--- src/inc/nfp_pkg.sv ---
`default_nettype none

package nfp_pkg;

  // Cycle kinds accepted on the request port.
  typedef enum logic [1:0] {
    NFP_OP_CMD  = 2'h0,
    NFP_OP_ADDR = 2'h1,
    NFP_OP_WR   = 2'h2,
    NFP_OP_RD   = 2'h3
  } nfp_op_t;

  // Strobe sequencer states.
  typedef enum logic [1:0] {
    NFP_ST_IDLE  = 2'h0,
    NFP_ST_SETUP = 2'h1,
    NFP_ST_PULSE = 2'h2,
    NFP_ST_HOLD  = 2'h3
  } nfp_state_t;

  // Strobe timing at 100 MHz.
  localparam int unsigned CLK_PERIOD_NS = 10;
  localparam int unsigned SETUP_NS      = 10;
  localparam int unsigned PULSE_NS      = 30;
  localparam int unsigned HOLD_NS       = 10;
  localparam logic [3:0]  SETUP_CYC     = 4'((SETUP_NS + CLK_PERIOD_NS - 1) / CLK_PERIOD_NS);
  localparam logic [3:0]  PULSE_CYC     = 4'((PULSE_NS + CLK_PERIOD_NS - 1) / CLK_PERIOD_NS);
  localparam logic [3:0]  HOLD_CYC      = 4'((HOLD_NS + CLK_PERIOD_NS - 1) / CLK_PERIOD_NS);

  localparam int unsigned DATA_W        = 8;
  localparam int unsigned NUM_CE        = 4;
  localparam logic [3:0]  CE_IDLE       = 4'hF;
  localparam logic [7:0]  DATA_RST      = 8'h00;

endpackage : nfp_pkg

`default_nettype wire

--- src/inc/nfp_buf_if.sv ---
`default_nettype none

// Read-data handshake between sequencer and its output buffer.
interface nfp_buf_if;
  logic       valid;
  logic       ready;
  logic [7:0] data;
  modport src (output valid, output data, input ready);
  modport snk (input valid, input data, output ready);
endinterface : nfp_buf_if

`default_nettype wire

--- src/design/nfp_skid_buf.sv ---
`default_nettype none

// Two-entry buffer: input ready stays high until both entries are taken.
module nfp_skid_buf (
  input  wire logic       ref_clk_i,  // System clock.
  input  wire logic       arst_n_i,   // Asynchronous reset, active low.
  nfp_buf_if.snk          in_if,      // Filling side.
  output logic            valid_o,    // Head entry valid.
  output logic [7:0]      data_o,     // Head entry data.
  input  wire logic       ready_i     // Drain side ready.
);

  logic [7:0] mem_q [2];
  logic [7:0] mem_d [2];
  logic [1:0] cnt_q, cnt_d;
  logic       rd_q, rd_d;
  logic       wr_q, wr_d;
  logic       vld_q, vld_d;
  logic [7:0] head_q, head_d;

  // Pointer, count and storage update.
  always_comb begin
    logic push;
    logic pop;
    push  = in_if.valid && (cnt_q != 2'h2);
    pop   = ready_i && (cnt_q != 2'h0);
    mem_d = mem_q;
    wr_d  = wr_q;
    rd_d  = rd_q;
    cnt_d = cnt_q;
    if (push) begin
      mem_d[wr_q] = in_if.data;
      wr_d        = ~wr_q;
    end
    if (pop) begin
      rd_d = ~rd_q;
    end
    if (push && !pop) begin
      cnt_d = cnt_q + 2'h1;
    end else if (pop && !push) begin
      cnt_d = cnt_q - 2'h1;
    end
    // Head entry is registered so the drain side sees flip-flop outputs.
    vld_d  = (cnt_d != 2'h0);
    head_d = mem_d[rd_d];
  end

  // Registers.
  always_ff @(posedge ref_clk_i or negedge arst_n_i) begin
    if (!arst_n_i) begin
      mem_q[0] <= nfp_pkg::DATA_RST;
      mem_q[1] <= nfp_pkg::DATA_RST;
      cnt_q    <= 2'h0;
      rd_q     <= 1'b0;
      wr_q     <= 1'b0;
      vld_q    <= 1'b0;
      head_q   <= nfp_pkg::DATA_RST;
    end else begin
      mem_q  <= mem_d;
      cnt_q  <= cnt_d;
      rd_q   <= rd_d;
      wr_q   <= wr_d;
      vld_q  <= vld_d;
      head_q <= head_d;
    end
  end

  // Back-pressure reaches the sequencer.
  assign in_if.ready = (cnt_q != 2'h2);
  assign valid_o     = vld_q;
  assign data_o      = head_q;

endmodule : nfp_skid_buf

`default_nettype wire

--- src/design/nfp_pin_seq.sv ---
`default_nettype none

// Nand pin sequencer: one request becomes one strobed bus cycle.
module nfp_pin_seq (
  input  wire logic        ref_clk_i,            // System clock, 100 MHz.
  input  wire logic        arst_n_i,             // Asynchronous reset, active low.
  input  wire logic        req_valid_i,          // Cycle request.
  output logic             req_ready_o,          // Request accepted this cycle.
  input  wire logic [1:0]  req_op_i,             // Cycle kind, nfp_op_t.
  input  wire logic [7:0]  req_data_i,           // Command, address or write byte.
  input  wire logic [1:0]  req_dev_i,            // Target device 0..3.
  input  wire logic        card_mode_i,          // Shared pins serve card.
  output logic             rd_valid_o,           // Read byte available.
  output logic [7:0]       rd_data_o,            // Read byte.
  input  wire logic        rd_ready_i,           // Reader takes byte.
  input  wire logic [7:0]  mem_data_bus_i,       // Data bus input.
  output logic [7:0]       mem_data_bus_o,       // Data bus output.
  output logic             mem_data_bus_oe_o,    // Data bus driven.
  output logic             addr_latch_strobe_o,  // Address latch strobe.
  output logic             cmd_latch_strobe_o,   // Command latch strobe.
  output logic             mem_read_strobe_n_o,  // Read strobe, active low.
  output logic             mem_write_strobe_n_o, // Write strobe, active low.
  output logic             chip_enable0_n_o,     // Device 0 enable.
  output logic             chip_enable1_n_o,     // Device 1 enable.
  output logic             chip_enable2_n_o,     // Device 2 enable.
  output logic             chip_enable3_n_o,     // Device 3 or card enable.
  input  wire logic        card_write_lock_n_i,  // Card lock, low protects.
  input  wire logic        card_present_n_i,     // Card presence, low present.
  output logic             mem_write_protect_n_o, // Write protect, active low.
  output logic             card_locked_o,        // Card is write protected.
  output logic             card_inserted_o       // Card sits in slot.
);

  nfp_pkg::nfp_state_t st_q, st_d;
  nfp_pkg::nfp_op_t    op_q, op_d;
  logic [3:0] cnt_q, cnt_d;
  logic [7:0] dout_q, dout_d;
  logic       oe_q, oe_d;
  logic       ale_q, ale_d;
  logic       cle_q, cle_d;
  logic       re_n_q, re_n_d;
  logic       we_n_q, we_n_d;
  logic [3:0] ce_n_q, ce_n_d;
  logic       wp_n_q, wp_n_d;
  logic       lock_q, lock_d;
  logic       ins_q, ins_d;
  logic       rdy_q, rdy_d;
  logic       push;
  logic       stall;
  logic [3:0] ce_sel;

  nfp_buf_if rd_if ();

  // One-hot low enable for the requested device; never two at once.
  generate
    for (genvar g = 0; g < nfp_pkg::NUM_CE; g++) begin : g_ce
      assign ce_sel[g] = ~(req_dev_i == 2'(g));
    end
  endgenerate

  assign stall = (op_q == nfp_pkg::NFP_OP_RD) && !rd_if.ready;

  // Sequencer: setup, strobe pulse, hold, then release.
  always_comb begin
    st_d   = st_q;
    op_d   = op_q;
    cnt_d  = cnt_q;
    dout_d = dout_q;
    oe_d   = oe_q;
    ale_d  = ale_q;
    cle_d  = cle_q;
    re_n_d = re_n_q;
    we_n_d = we_n_q;
    ce_n_d = ce_n_q;
    push   = 1'b0;
    rdy_d  = 1'b0;
    case (st_q)
      nfp_pkg::NFP_ST_IDLE: begin
        if (req_valid_i && !rdy_q) begin
          rdy_d  = 1'b1;
          op_d   = nfp_pkg::nfp_op_t'(req_op_i);
          dout_d = req_data_i;
          ce_n_d = ce_sel;
          ale_d  = (nfp_pkg::nfp_op_t'(req_op_i) == nfp_pkg::NFP_OP_ADDR);
          cle_d  = (nfp_pkg::nfp_op_t'(req_op_i) == nfp_pkg::NFP_OP_CMD);
          oe_d   = (nfp_pkg::nfp_op_t'(req_op_i) != nfp_pkg::NFP_OP_RD);
          cnt_d  = nfp_pkg::SETUP_CYC;
          st_d   = nfp_pkg::NFP_ST_SETUP;
        end
      end
      nfp_pkg::NFP_ST_SETUP: begin
        if (cnt_q > 4'h1) begin
          cnt_d = cnt_q - 4'h1;
        end else if (!stall) begin
          re_n_d = (op_q != nfp_pkg::NFP_OP_RD);
          we_n_d = (op_q == nfp_pkg::NFP_OP_RD);
          cnt_d  = nfp_pkg::PULSE_CYC;
          st_d   = nfp_pkg::NFP_ST_PULSE;
        end
      end
      nfp_pkg::NFP_ST_PULSE: begin
        if (cnt_q > 4'h1) begin
          cnt_d = cnt_q - 4'h1;
        end else begin
          push   = (op_q == nfp_pkg::NFP_OP_RD);
          re_n_d = 1'b1;
          we_n_d = 1'b1;
          cnt_d  = nfp_pkg::HOLD_CYC;
          st_d   = nfp_pkg::NFP_ST_HOLD;
        end
      end
      nfp_pkg::NFP_ST_HOLD: begin
        if (cnt_q > 4'h1) begin
          cnt_d = cnt_q - 4'h1;
        end else begin
          oe_d   = 1'b0;
          ale_d  = 1'b0;
          cle_d  = 1'b0;
          ce_n_d = nfp_pkg::CE_IDLE;
          st_d   = nfp_pkg::NFP_ST_IDLE;
        end
      end
      default: begin
        st_d = nfp_pkg::NFP_ST_IDLE;
      end
    endcase
    // Shared pins: enables 1 and 2 stay off while they sense the card.
    if (card_mode_i) begin
      ce_n_d[1] = 1'b1;
      ce_n_d[2] = 1'b1;
    end
    wp_n_d = 1'b1;
    lock_d = card_mode_i && !card_write_lock_n_i;
    ins_d  = card_mode_i && !card_present_n_i;
  end

  // Registers; write protect sits low through reset.
  always_ff @(posedge ref_clk_i or negedge arst_n_i) begin
    if (!arst_n_i) begin
      st_q   <= nfp_pkg::NFP_ST_IDLE;
      op_q   <= nfp_pkg::NFP_OP_CMD;
      cnt_q  <= 4'h0;
      dout_q <= nfp_pkg::DATA_RST;
      oe_q   <= 1'b0;
      ale_q  <= 1'b0;
      cle_q  <= 1'b0;
      re_n_q <= 1'b1;
      we_n_q <= 1'b1;
      ce_n_q <= nfp_pkg::CE_IDLE;
      wp_n_q <= 1'b0;
      lock_q <= 1'b0;
      ins_q  <= 1'b0;
      rdy_q  <= 1'b0;
    end else begin
      st_q   <= st_d;
      op_q   <= op_d;
      cnt_q  <= cnt_d;
      dout_q <= dout_d;
      oe_q   <= oe_d;
      ale_q  <= ale_d;
      cle_q  <= cle_d;
      re_n_q <= re_n_d;
      we_n_q <= we_n_d;
      ce_n_q <= ce_n_d;
      wp_n_q <= wp_n_d;
      lock_q <= lock_d;
      ins_q  <= ins_d;
      rdy_q  <= rdy_d;
    end
  end

  // Read byte sampled at end of strobe pulse.
  assign rd_if.valid = push;
  assign rd_if.data  = mem_data_bus_i;

  nfp_skid_buf u_buf (
    .ref_clk_i (ref_clk_i),
    .arst_n_i  (arst_n_i),
    .in_if     (rd_if),
    .valid_o   (rd_valid_o),
    .data_o    (rd_data_o),
    .ready_i   (rd_ready_i)
  );

  // Pin outputs straight from flip-flops.
  assign req_ready_o           = rdy_q;
  assign mem_data_bus_o        = dout_q;
  assign mem_data_bus_oe_o     = oe_q;
  assign addr_latch_strobe_o   = ale_q;
  assign cmd_latch_strobe_o    = cle_q;
  assign mem_read_strobe_n_o   = re_n_q;
  assign mem_write_strobe_n_o  = we_n_q;
  assign chip_enable0_n_o      = ce_n_q[0];
  assign chip_enable1_n_o      = ce_n_q[1];
  assign chip_enable2_n_o      = ce_n_q[2];
  assign chip_enable3_n_o      = ce_n_q[3];
  assign mem_write_protect_n_o = wp_n_q;
  assign card_locked_o         = lock_q;
  assign card_inserted_o       = ins_q;

endmodule : nfp_pin_seq

`default_nettype wire

--- config.mk ---
export PLATFORM = sky130hd
export DESIGN_NAME = nfp_pin_seq
export DESIGN_NICKNAME = d
export VERILOG_FILES = /design/src/inc/nfp_pkg.sv /design/src/inc/nfp_buf_if.sv /design/src/design/nfp_skid_buf.sv /design/src/design/nfp_pin_seq.sv
export SDC_FILE = /design/constraint.sdc
export NUM_CORES = 1
export LEC_CHECK = 0
export BUFFER_PORTS_ARGS = -buffer_cell sky130_fd_sc_hd__buf_4
export CAP_MARGIN = 25
export CORE_MARGIN = 1.5
export CORE_UTILIZATION = 59
export DETAILED_ROUTE_END_ITERATION = 7
export GPL_TIMING_DRIVEN = 0
export PLACE_DENSITY_LB_ADDON = 0.25
export SLEW_MARGIN = 20
export SYNTH_ARGS = -nofsm -noshare
export SYNTH_HDL_FRONTEND = slang
export SYNTH_SLANG_ARGS = --single-unit
--- constraint.sdc ---
create_clock -name ref_clk_i -period 5.3 [get_ports ref_clk_i]
set_clock_uncertainty 0.1 [all_clocks]
set_input_delay 1.59 -clock ref_clk_i [delete_from_list [all_inputs] [get_ports ref_clk_i]]
set_output_delay 1.59 -clock ref_clk_i [all_outputs]
set_load 0.05 [all_outputs]
==> results of run 1 <==
## layout by cell type (no fill, tap or decap), drive strengths merged, types with 2 or more instances in the layout
master  count
mux2       21
dfrtp      52
o21ai       4
o221ai      7
clkbuf     18
bufinv      2
nor2       23
or3        10
nor3       13
a21oi       9
nor2b       5
clkinv      2
nand3       3
xnor2       3
ha          8
o32a        2
or2         2
o21bai      9
a31oi       6
a22oi       7
nand2      38
inv        11
o22a        2
buf        60
dfstp       6
## power by group
group | switching (mW) | total, mW | leakage [nW] | internal [mW]
Combinational | 0.786 | 1.24 | 0.857 | 0.456
Clock | 0.180 | 0.456 | 0.109 | 0.276
Sequential | 0.107 | 0.731 | 0.713 | 0.624
Total | 1.07 | 2.43 | 1.68 | 1.36
## worst max-delay path, stage by stage
cell and delay [ns]:
buf_4 0.10, and2b_1 0.23, xnor2_2 0.45, inv_1 0.20, buf_2 0.24, nand2_1 0.25
o221ai_1 0.19, a22oi_1 0.19
## per-stage QoR
stage,setup slack (ns),std cells,hold slack (ns),total power [mW]
floorplan,2.246,267,0.3465,1.641
finish,2.010,391,0.3751,2.429
global placement,1.743,375,0.3606,1.927
detailed placement,1.695,375,0.3643,1.965
CTS,2.034,391,0.3755,2.435
global route,1.841,391,0.4023,2.593
## cell type report
class | count | area share, %
Buffer | 11 | 1.505
Clock buffer | 11 | 4.049
Clock inverter | 5 | 2.221
Inverter | 11 | 1.182
Multi-Input combinational cell | 187 | 35.36
Sequential cell | 58 | 41.78
Tap cell | 52 | 1.863
Timing Repair Buffer | 56 | 12.04
## cell families (layout without fill, tap and decap cells)
kind of cell	Yosys count	count (layout)	synth area share [%]
mux	21	21	8.483
xor+xnor	3	3	1.212
buf+inv	22	94	3.366
other cells	1	1	0.1345
fa+ha+maj	8	8	3.591
compound gates	52	52	13.20
flops	58	58	52.33
simple gates	102	102	17.68
## sequential cells by signal, indices dropped and copies added (netlist names), 2 cells and up
register        cells
ce_n_q              4
cnt_q               4
mem_data_bus_o      8
op_q                2
st_q                2
u_buf.cnt_q         2
u_buf.data_o        8
u_buf.mem_q        16
## layer usage
layer,vias up,GRT usage (%)
li1,1083,-
met5,-,0
met4,0,11.95
met3,8,9.001
met1,1104,33.77
met2,92,41.77
## worst min-delay path by stage
stage | from | to | slack (ns)
floorplan | u_buf.cnt_q[0] | u_buf.cnt_q[0] | 0.35
global placement | mem_data_bus_o[6] | mem_data_bus_o[6] | 0.36
detailed placement | mem_data_bus_o[4] | mem_data_bus_o[4] | 0.36
CTS | u_buf.cnt_q[0] | u_buf.cnt_q[0] | 0.38
global route | u_buf.cnt_q[0] | u_buf.cnt_q[0] | 0.40
finish | u_buf.cnt_q[0] | u_buf.cnt_q[0] | 0.38
==> results.yml, run 1 <==
drt:
  wl_met1_um: 2534
  routed-wl-met2_um: 2959
  highest_layer: "met4"
  wl_um: 6080
  drc: 0
  wire_per_inst_um: 15.55
  vias_per_cell: 5.849
  wl_met3_um: 476
  num_vias: 2287
  drt_iter0_drc: 170
  first_pass_iters: 7
  ant_nets: 0
timing:
  fin_tns_setup_ns: 0
  hold_viol: 0
  worstMarginPinSlew_ns: 0.7173
  max-slew-margin-rel_pct: 52.18
  setup_viol: 0
  fin_crit_sh_pct: 62.07
  rsz0062_at_grt: "false"
  post-route-min-period_ns: 3.290
  drv_slew: 0
  fmax_mhz: 304.0
floorplan:
  die_x_um: 71.74
  die_area_um2: 5146
  initial_core_util_pct: 62.73
  core.rowCount: 24
  top_level_ports: 57
  die_h_um: 71.74
  core_area_um2: 4444
synth:
  synth_top_area_share_pct: 46.68
  synth_area_leaders: "dfrtp_1, mux2_2, dfstp_2"
  ys_types: 42
  synth.avg_cell_area_um2: 10.44
  synth_warnings: 0
  synth_ff_type: "dfrtp_1"
  syn_inst: 267
  async_flop_share_pct: 100.0
  yosysTopAreaCell: "dfrtp_1"
  synth_fp_nets: 302
  yosys-top-cells-count: "dfrtp_1, nand2_1, nor2_1"
  synthMostInstantiatedCell: "dfrtp_1"
  synth-seq-cells: 58
  yosysSeqAreaShare_pct: 52.33
  synth_edf_count: 0
  synth_area_um2: 2788
global_route:
  grt_remaining_overflow: 0
  grt_max_degree: 59
  grt_pass1_wl_um: 10470
  grtUsageTotal_pct: 26.67
  antenna_found_initial: 0
  first_global_vias: 2251
critical_path:
  reg2reg_slack_ns: 2.68
  worstSetupPathType: "primary input to flop"
  startpoint: "rd_ready_i"
  crit_end: "u_buf.data_o[7]"
  crit_fanout: 10
  rr_endpoint: "u_buf.data_o[5]"
  reg2reg_from: "st_q[0]"
  r2r_cells: 7
  cp.required_ns: 5.45
  worst_ep_arrival_time_ns: 3.44
  start_kind: "primary input"
  endpoint_kind: "flop"
min_path:
  worstHoldPathCells: 1
  hp-class: "flop to flop"
clocking:
  cts_tree: "done"
  cts_max_level: 3
  numCtsBuffers: 9
  cts.sinks: 58
  max-clock-path-buffers: 2
  cts_resized: 0
  cts-root-buf: "clkbuf_8"
  hold_buffers: 0
  clk_pin_slew_ns: 0.06
  post_cts_buffers: 0
  insertion_delay_ns: 0.34
place:
  io_buffer_count: 56
  placed_cell_area_um2: 3273
  globalplace.congestion: 0.9103
  dp_hpwl_um: 4057
finish:
  fillerInstances: 296
  diodes: 0
  finalInstanceArea_um2: 3492
  multi_input_area_um2: 1235
  drive_above_1_share_pct: 31.56
  area_delta_synth_final_pct: 25.27
  final_nets: 369
  register_area_um2: 1459
  utilization_pct: 78.58
power_and_ir_drop:
  peakVddDrop_v: 0.0004682
  powerDensity_nw_per_um2: 695.5
  p_leak_nw: 1.679
status:
  status: "finished, final reports clean"
run:
  cap_violations: 0
Power figures use the tool's default switching activity.
==> run 2: changes to the inputs <==
--- a/config.mk
+++ b/config.mk
@@ -8,7 +8,7 @@
 export BUFFER_PORTS_ARGS = -buffer_cell sky130_fd_sc_hd__buf_4
 export CAP_MARGIN = 25
 export CORE_MARGIN = 1.5
-export CORE_UTILIZATION = 59
+export CORE_UTILIZATION = 54
 export DETAILED_ROUTE_END_ITERATION = 7
 export GPL_TIMING_DRIVEN = 0
 export PLACE_DENSITY_LB_ADDON = 0.25
==> constraint.sdc (replaced) <==
create_clock -name ref_clk_i -period 3.24 [get_ports ref_clk_i]
set_clock_uncertainty 0.1 [all_clocks]
set_input_delay 0.972 -clock ref_clk_i [delete_from_list [all_inputs] [get_ports ref_clk_i]]
set_output_delay 0.972 -clock ref_clk_i [all_outputs]
set_load 0.05 [all_outputs]
==> run 2 against run 1 <==
Net effect:
- global-route usage decreased by 4.2 points
- power increased by 56%
- via count decreased by 2.0%
- register-to-register slack got worse by 2.0 ns
- sequential share of layout area increased by 0.35 points
- sequential power increased by 63%
- count of clock-buffer cells in the layout unchanged
==> results.yml, run 2 (same netlist as run 1, synthesis figures left out) <==
timing:
  hold_viol: 0
  fin_tns_setup_ns: 0
  post-route-min-period_ns: 2.610
  fin_crit_sh_pct: 80.55
  setup_viol: 0
  max-slew-margin-rel_pct: 53.93
  fmax_mhz: 383.2
  drv_slew: 0
  rsz0062_at_grt: "false"
  worstMarginPinSlew_ns: 0.6911
finish:
  largest_reg_flops: 16
  finalNonFillerCells: 406
  layout_common_cells: "buf_4, dfrtp_1, nand2_1, nor2_1, mux2_2"
  area_delta_synth_final_pct: 24.24
  top_register: "u_buf.mem_q"
  drive_above_1_share_pct: 31.56
  final_common_cell: "buf_4"
  utilization_pct: 71.43
  diodes: 0
  final_nets: 369
critical_path:
  endpoint_kind: "flop"
  path_cells: "inv_1 -> ha_1 -> nand4b_1 -> or4_4 -> nor2_4 -> mux2_2 -> mux2_2"
  crit_end: "u_buf.data_o[5]"
  r2r_cells: 7
  rr_endpoint: "u_buf.data_o[5]"
  cp.required_ns: 3.36
  reg2reg_from: "st_q[0]"
  cpMostUsedCell: "mux2_2"
  critical-path-top-delay-family: "simple AND/OR/NAND/NOR gates"
  startpoint: "st_q[0]"
  crit_fanout: 8
  worst_ep_arrival_time_ns: 2.73
  reg2reg_slack_ns: 0.63
  worst-path-stages: 7
  cp_slowest_stage_delay_ns: 0.49
  critPathBufInv: 1
  slowest_stage: "or4_4"
  worstSetupPathType: "flop to flop"
  start_kind: "flop"
clocking:
  hold_buffers: 0
  cts_max_level: 3
  cts-root-buf: "clkbuf_8"
  numCtsBuffers: 9
  cts_resized: 0
  cts.sinks: 58
  cts_tree: "done"
  max-clock-path-buffers: 2
  clk_pin_slew_ns: 0.07
  post_cts_buffers: 0
  insertion_delay_ns: 0.34
status:
  status: "finished, final reports clean"
floorplan:
  core_area_um2: 4848
  core.rowCount: 25
  die_h_um: 74.85
  top_level_ports: 57
  initial_core_util_pct: 57.50
  die_area_um2: 5603
  die_x_um: 74.85
drt:
  wl_um: 5653
  drt_iter0_drc: 129
  first_pass_iters: 5
  wire_per_inst_um: 13.92
  num_vias: 2241
  vias_per_cell: 5.520
  ant_nets: 0
  drc: 0
global_route:
  first_global_vias: 2078
  grt_max_degree: 59
  grtUsageTotal_pct: 22.49
  grt_pass1_wl_um: 9287
  grt_remaining_overflow: 0
  antenna_found_initial: 0
place:
  dp_hpwl_um: 4029
  placed_cells: 390
  io_buffer_count: 56
  globalplace.congestion: 0.8636
min_path:
  hp-class: "flop to flop"
run:
  cap_violations: 0
power_and_ir_drop:
  peakVddDrop_v: 0.0006599
  powerDensity_nw_per_um2: 1091
  p_leak_nw: 1.654
-- run 2: cell count changes in the layout (fill, tap and decap cells not counted) --
cell	previous run	this run
clkinv_2	2	3
clkinvlp_4	1	2
bufinv_16	2	0
-- run 2: layer usage --
metal	global-route usage (%)	vias to the layer above	wire length [µm]
li1	-	1086	-
met1	28.85	1063	2477
met2	34.71	86	2663
met3	6.560	6	438
met4	11.72	0	74
met5	0	-	0
-- run 2: through the flow --
step           area [µm²]  total power [mW]  setup slack [ns]  hold WS [ns]
3_5_place_dp         3292             3.215            0.2867        0.3670
4_1_cts              3463             3.794            0.6085        0.3817
2_1_floorplan        2788             2.685            0.8042        0.3465
5_1_grt              3463             4.049            0.4399        0.4005
6_report             3463             3.777            0.6302        0.3827
3_3_place_gp         3292             3.161            0.2823        0.3598
-- run 2: how the worst min path moves through the flow --
stage	startpoint	endpoint	slack [ns]	cells after the start
6_report	mem_data_bus_o[7]	mem_data_bus_o[7]	0.38	2
5_1_grt	u_buf.cnt_q[0]	u_buf.cnt_q[0]	0.40	1
4_1_cts	u_buf.cnt_q[0]	u_buf.cnt_q[0]	0.38	1
3_5_place_dp	mem_data_bus_o[1]	mem_data_bus_o[1]	0.37	2
3_3_place_gp	mem_data_bus_o[3]	mem_data_bus_o[3]	0.36	2
2_1_floorplan	u_buf.cnt_q[0]	u_buf.cnt_q[0]	0.35	1
-- run 2: power breakdown --
group	switching [mW]	internal [mW]	total, mW
logic	1.27	0.744	2.01
clock network	0.279	0.294	0.573
registers	0.169	1.02	1.19
total	1.72	2.06	3.78
-- run 2: area by class of cell --
| class | count | area, µm² |
|---|---|---|
| buffer | 11 | 52.55 |
| clock buffer | 11 | 141.4 |
| clock inverter | 5 | 30.03 |
| fill | 364 | 1385 |
| inverter | 11 | 41.29 |
| multi-input combinational | 187 | 1235 |
| sequential | 58 | 1459 |
| tap | 67 | 83.83 |
| timing repair buffer | 56 | 420.4 |
-- run 2: worst reg2reg max path, delay by kind of cell, from the launching register on --
kind,cells,cell delay (ns)
adders and majority gates,1,0.32
DFF,1,0.41
muxes,2,0.64
buffers and inverters,1,0.09
and+or+nand+nor,3,0.95
==> run 3: changes to the inputs <==
==> constraint.sdc (replaced) <==
create_clock -name ref_clk_i -period 2.5 [get_ports ref_clk_i]
set_clock_uncertainty 0.1 [all_clocks]
set_input_delay 0.75 -clock ref_clk_i [delete_from_list [all_inputs] [get_ports ref_clk_i]]
set_output_delay 0.75 -clock ref_clk_i [all_outputs]
set_load 0.05 [all_outputs]
==> run 3 against run 2 <==
Net effect:
- maximum frequency up 6.8%
- combinational power up 34%
- cell count up 1.7%
- largest power group unchanged
- first-iteration DRC count unchanged
- clock power up 30%
- critical path type unchanged
- routed wire length up 2.5%
==> results.yml, run 3 (same netlist as run 1, synthesis figures left out) <==
status:
  status: "finished, final reports clean"
timing:
  post-route-min-period_ns: 2.444
  setup_viol: 0
  hold_viol: 0
  max-slew-margin-rel_pct: 53.94
  fin_tns_setup_ns: 0
  drv_slew: 0
  rsz0062_at_grt: "false"
  fin_crit_sh_pct: 97.78
  worstMarginPinSlew_ns: 0.6909
  fin_hold_ws_ns: 0.3518
  fmax_mhz: 409.1
  layout_setup_ws_ns: 0.05556
finish:
  diodes: 0
  drive_above_1_share_pct: 34.39
  utilization_pct: 73.14
  top_register: "u_buf.mem_q"
  final_nets: 376
  layout_common_cells: "buf_4, dfrtp_1, nand2_1, nor2_1, mux2_2"
  area_delta_synth_final_pct: 27.20
  finalInstanceArea_um2: 3546
  final_common_cell: "buf_4"
  largest_reg_flops: 16
clocking:
  cts_max_level: 3
  cts_tree: "done"
  clk_pin_slew_ns: 0.07
  cts.sinks: 58
  insertion_delay_ns: 0.33
  numCtsBuffers: 9
  cts-root-buf: "clkbuf_8"
  max-clock-path-buffers: 2
drt:
  first_pass_iters: 5
  wire_per_inst_um: 14.02
  num_vias: 2247
  drt_iter0_drc: 129
  ant_nets: 0
  vias_per_cell: 5.441
  wl_um: 5792
  drc: 0
global_route:
  grtUsageTotal_pct: 22.54
  grt_pass1_wl_um: 9308
  antenna_found_initial: 0
  grt_remaining_overflow: 0
  first_global_vias: 2086
  grt_max_degree: 59
place:
  dp_hpwl_um: 4029
  io_buffer_count: 56
  post-place-ws_ns: -0.2313
  globalplace.congestion: 0.8636
  placed_cell_area_um2: 3292
power_and_ir_drop:
  p_seq_share_pct: 31.1
  clockPowerShare_pct: 14.9
  p_sw_mw: 2.266
  powerDensity_nw_per_um2: 1411
  internal_power_mw: 2.736
  peakVddDrop_v: 0.0008540
  p_comb_share_pct: 54.1
  p_leak_nw: 1.688
  swShare_pct: 45.30
critical_path:
  start_kind: "flop"
  startpoint: "u_buf.cnt_q[0]"
  worstSetupPathType: "flop to flop"
  reg2reg_from: "u_buf.cnt_q[0]"
  crit_fanout: 7
  worst_ep_arrival_time_ns: 2.56
  endpoint_kind: "flop"
  reg2reg_slack_ns: 0.06
  cp.required_ns: 2.62
floorplan:
  core_area_um2: 4848
  top_level_ports: 57
  die_h_um: 74.85
  initial_core_util_pct: 57.50
  core.rowCount: 25
  die_x_um: 74.85
  die_area_um2: 5603
run:
  cap_violations: 0
min_path:
  hp-class: "primary input to async pin"
## run 3: changes by cell type in the layout (fill, tap and decap cells not counted)
cell / change
inv_1: -1
buf_4: +7
ha_4: +1
and2b_1: -1
xnor2_4: +1
nand2_2: +1
inv_2: +1
ha_2: +1
and2b_2: +1
xnor2_2: -1
nand2_1: -1
ha_1: -2
## run 3: critical path, cell delays in order, from the launching register on
cell and delay, ns:
dfrtp_1 0.37, inv_1 0.10, ha_2 0.22, nand4b_1 0.22
or4_4 0.48, nor2_4 0.22, mux2_2 0.37, mux2_2 0.26
## run 3: worst paths after layout
kind,endpoint,cells after the start
max,u_buf.data_o[5],7
min,u_buf.valid_o,1
max reg2reg,u_buf.data_o[5],7
min reg2reg,mem_data_bus_o[7],2
max in group asynchronous,op_q[0],1
min in group ref_clk_i,mem_data_bus_o[7],2
## run 3: repair_timing
item / in CTS / in global routing
hold buffers: 0 / 0
pin swaps: 0 / 2
resized for setup: 2 / 5
gates cloned: 0 / 0
endpoints found under the setup margin: 8 / 8
setup buffers: 0 / 7
endpoints found under the hold margin: 0 / 0
## run 3: per-layer routing
layer  track usage [%]  routed length, µm  up-vias
met3             6.560                426        9
met2             34.81               2750       78
met5                 0                  0        -
met4             11.72                 93        0
met1             28.91               2522     1065
li1                  -                  -     1095
## run 3: layout make-up
type                       count  area [µm²]
clock inverter                 5       30.03
fill                         362        1303
timing repair buffer          63       473.0
inverter                      11       41.29
buffer                        11       52.55
multi-input combinational    187        1265
clock buffer                  11       141.4
tap                           67       83.83
sequential                    58        1459
## run 3: power groups by stage
stage / Combinational, mW / Clock, mW / Sequential [mW]
after floorplan: 1.32 / 0 / 2.16
after global placement: 2.55 / 0 / 1.54
after detailed placement: 2.61 / 0 / 1.56
after CTS: 2.64 / 0.757 / 1.55
after global routing: 2.94 / 0.803 / 1.61
final: 2.70 / 0.744 / 1.55
## run 3: through the flow
stage	total power [mW]	instances
after floorplan	3.479	267
after global placement	4.096	390
after detailed placement	4.166	390
after CTS	4.944	406
after global routing	5.349	413
final	5.002	413
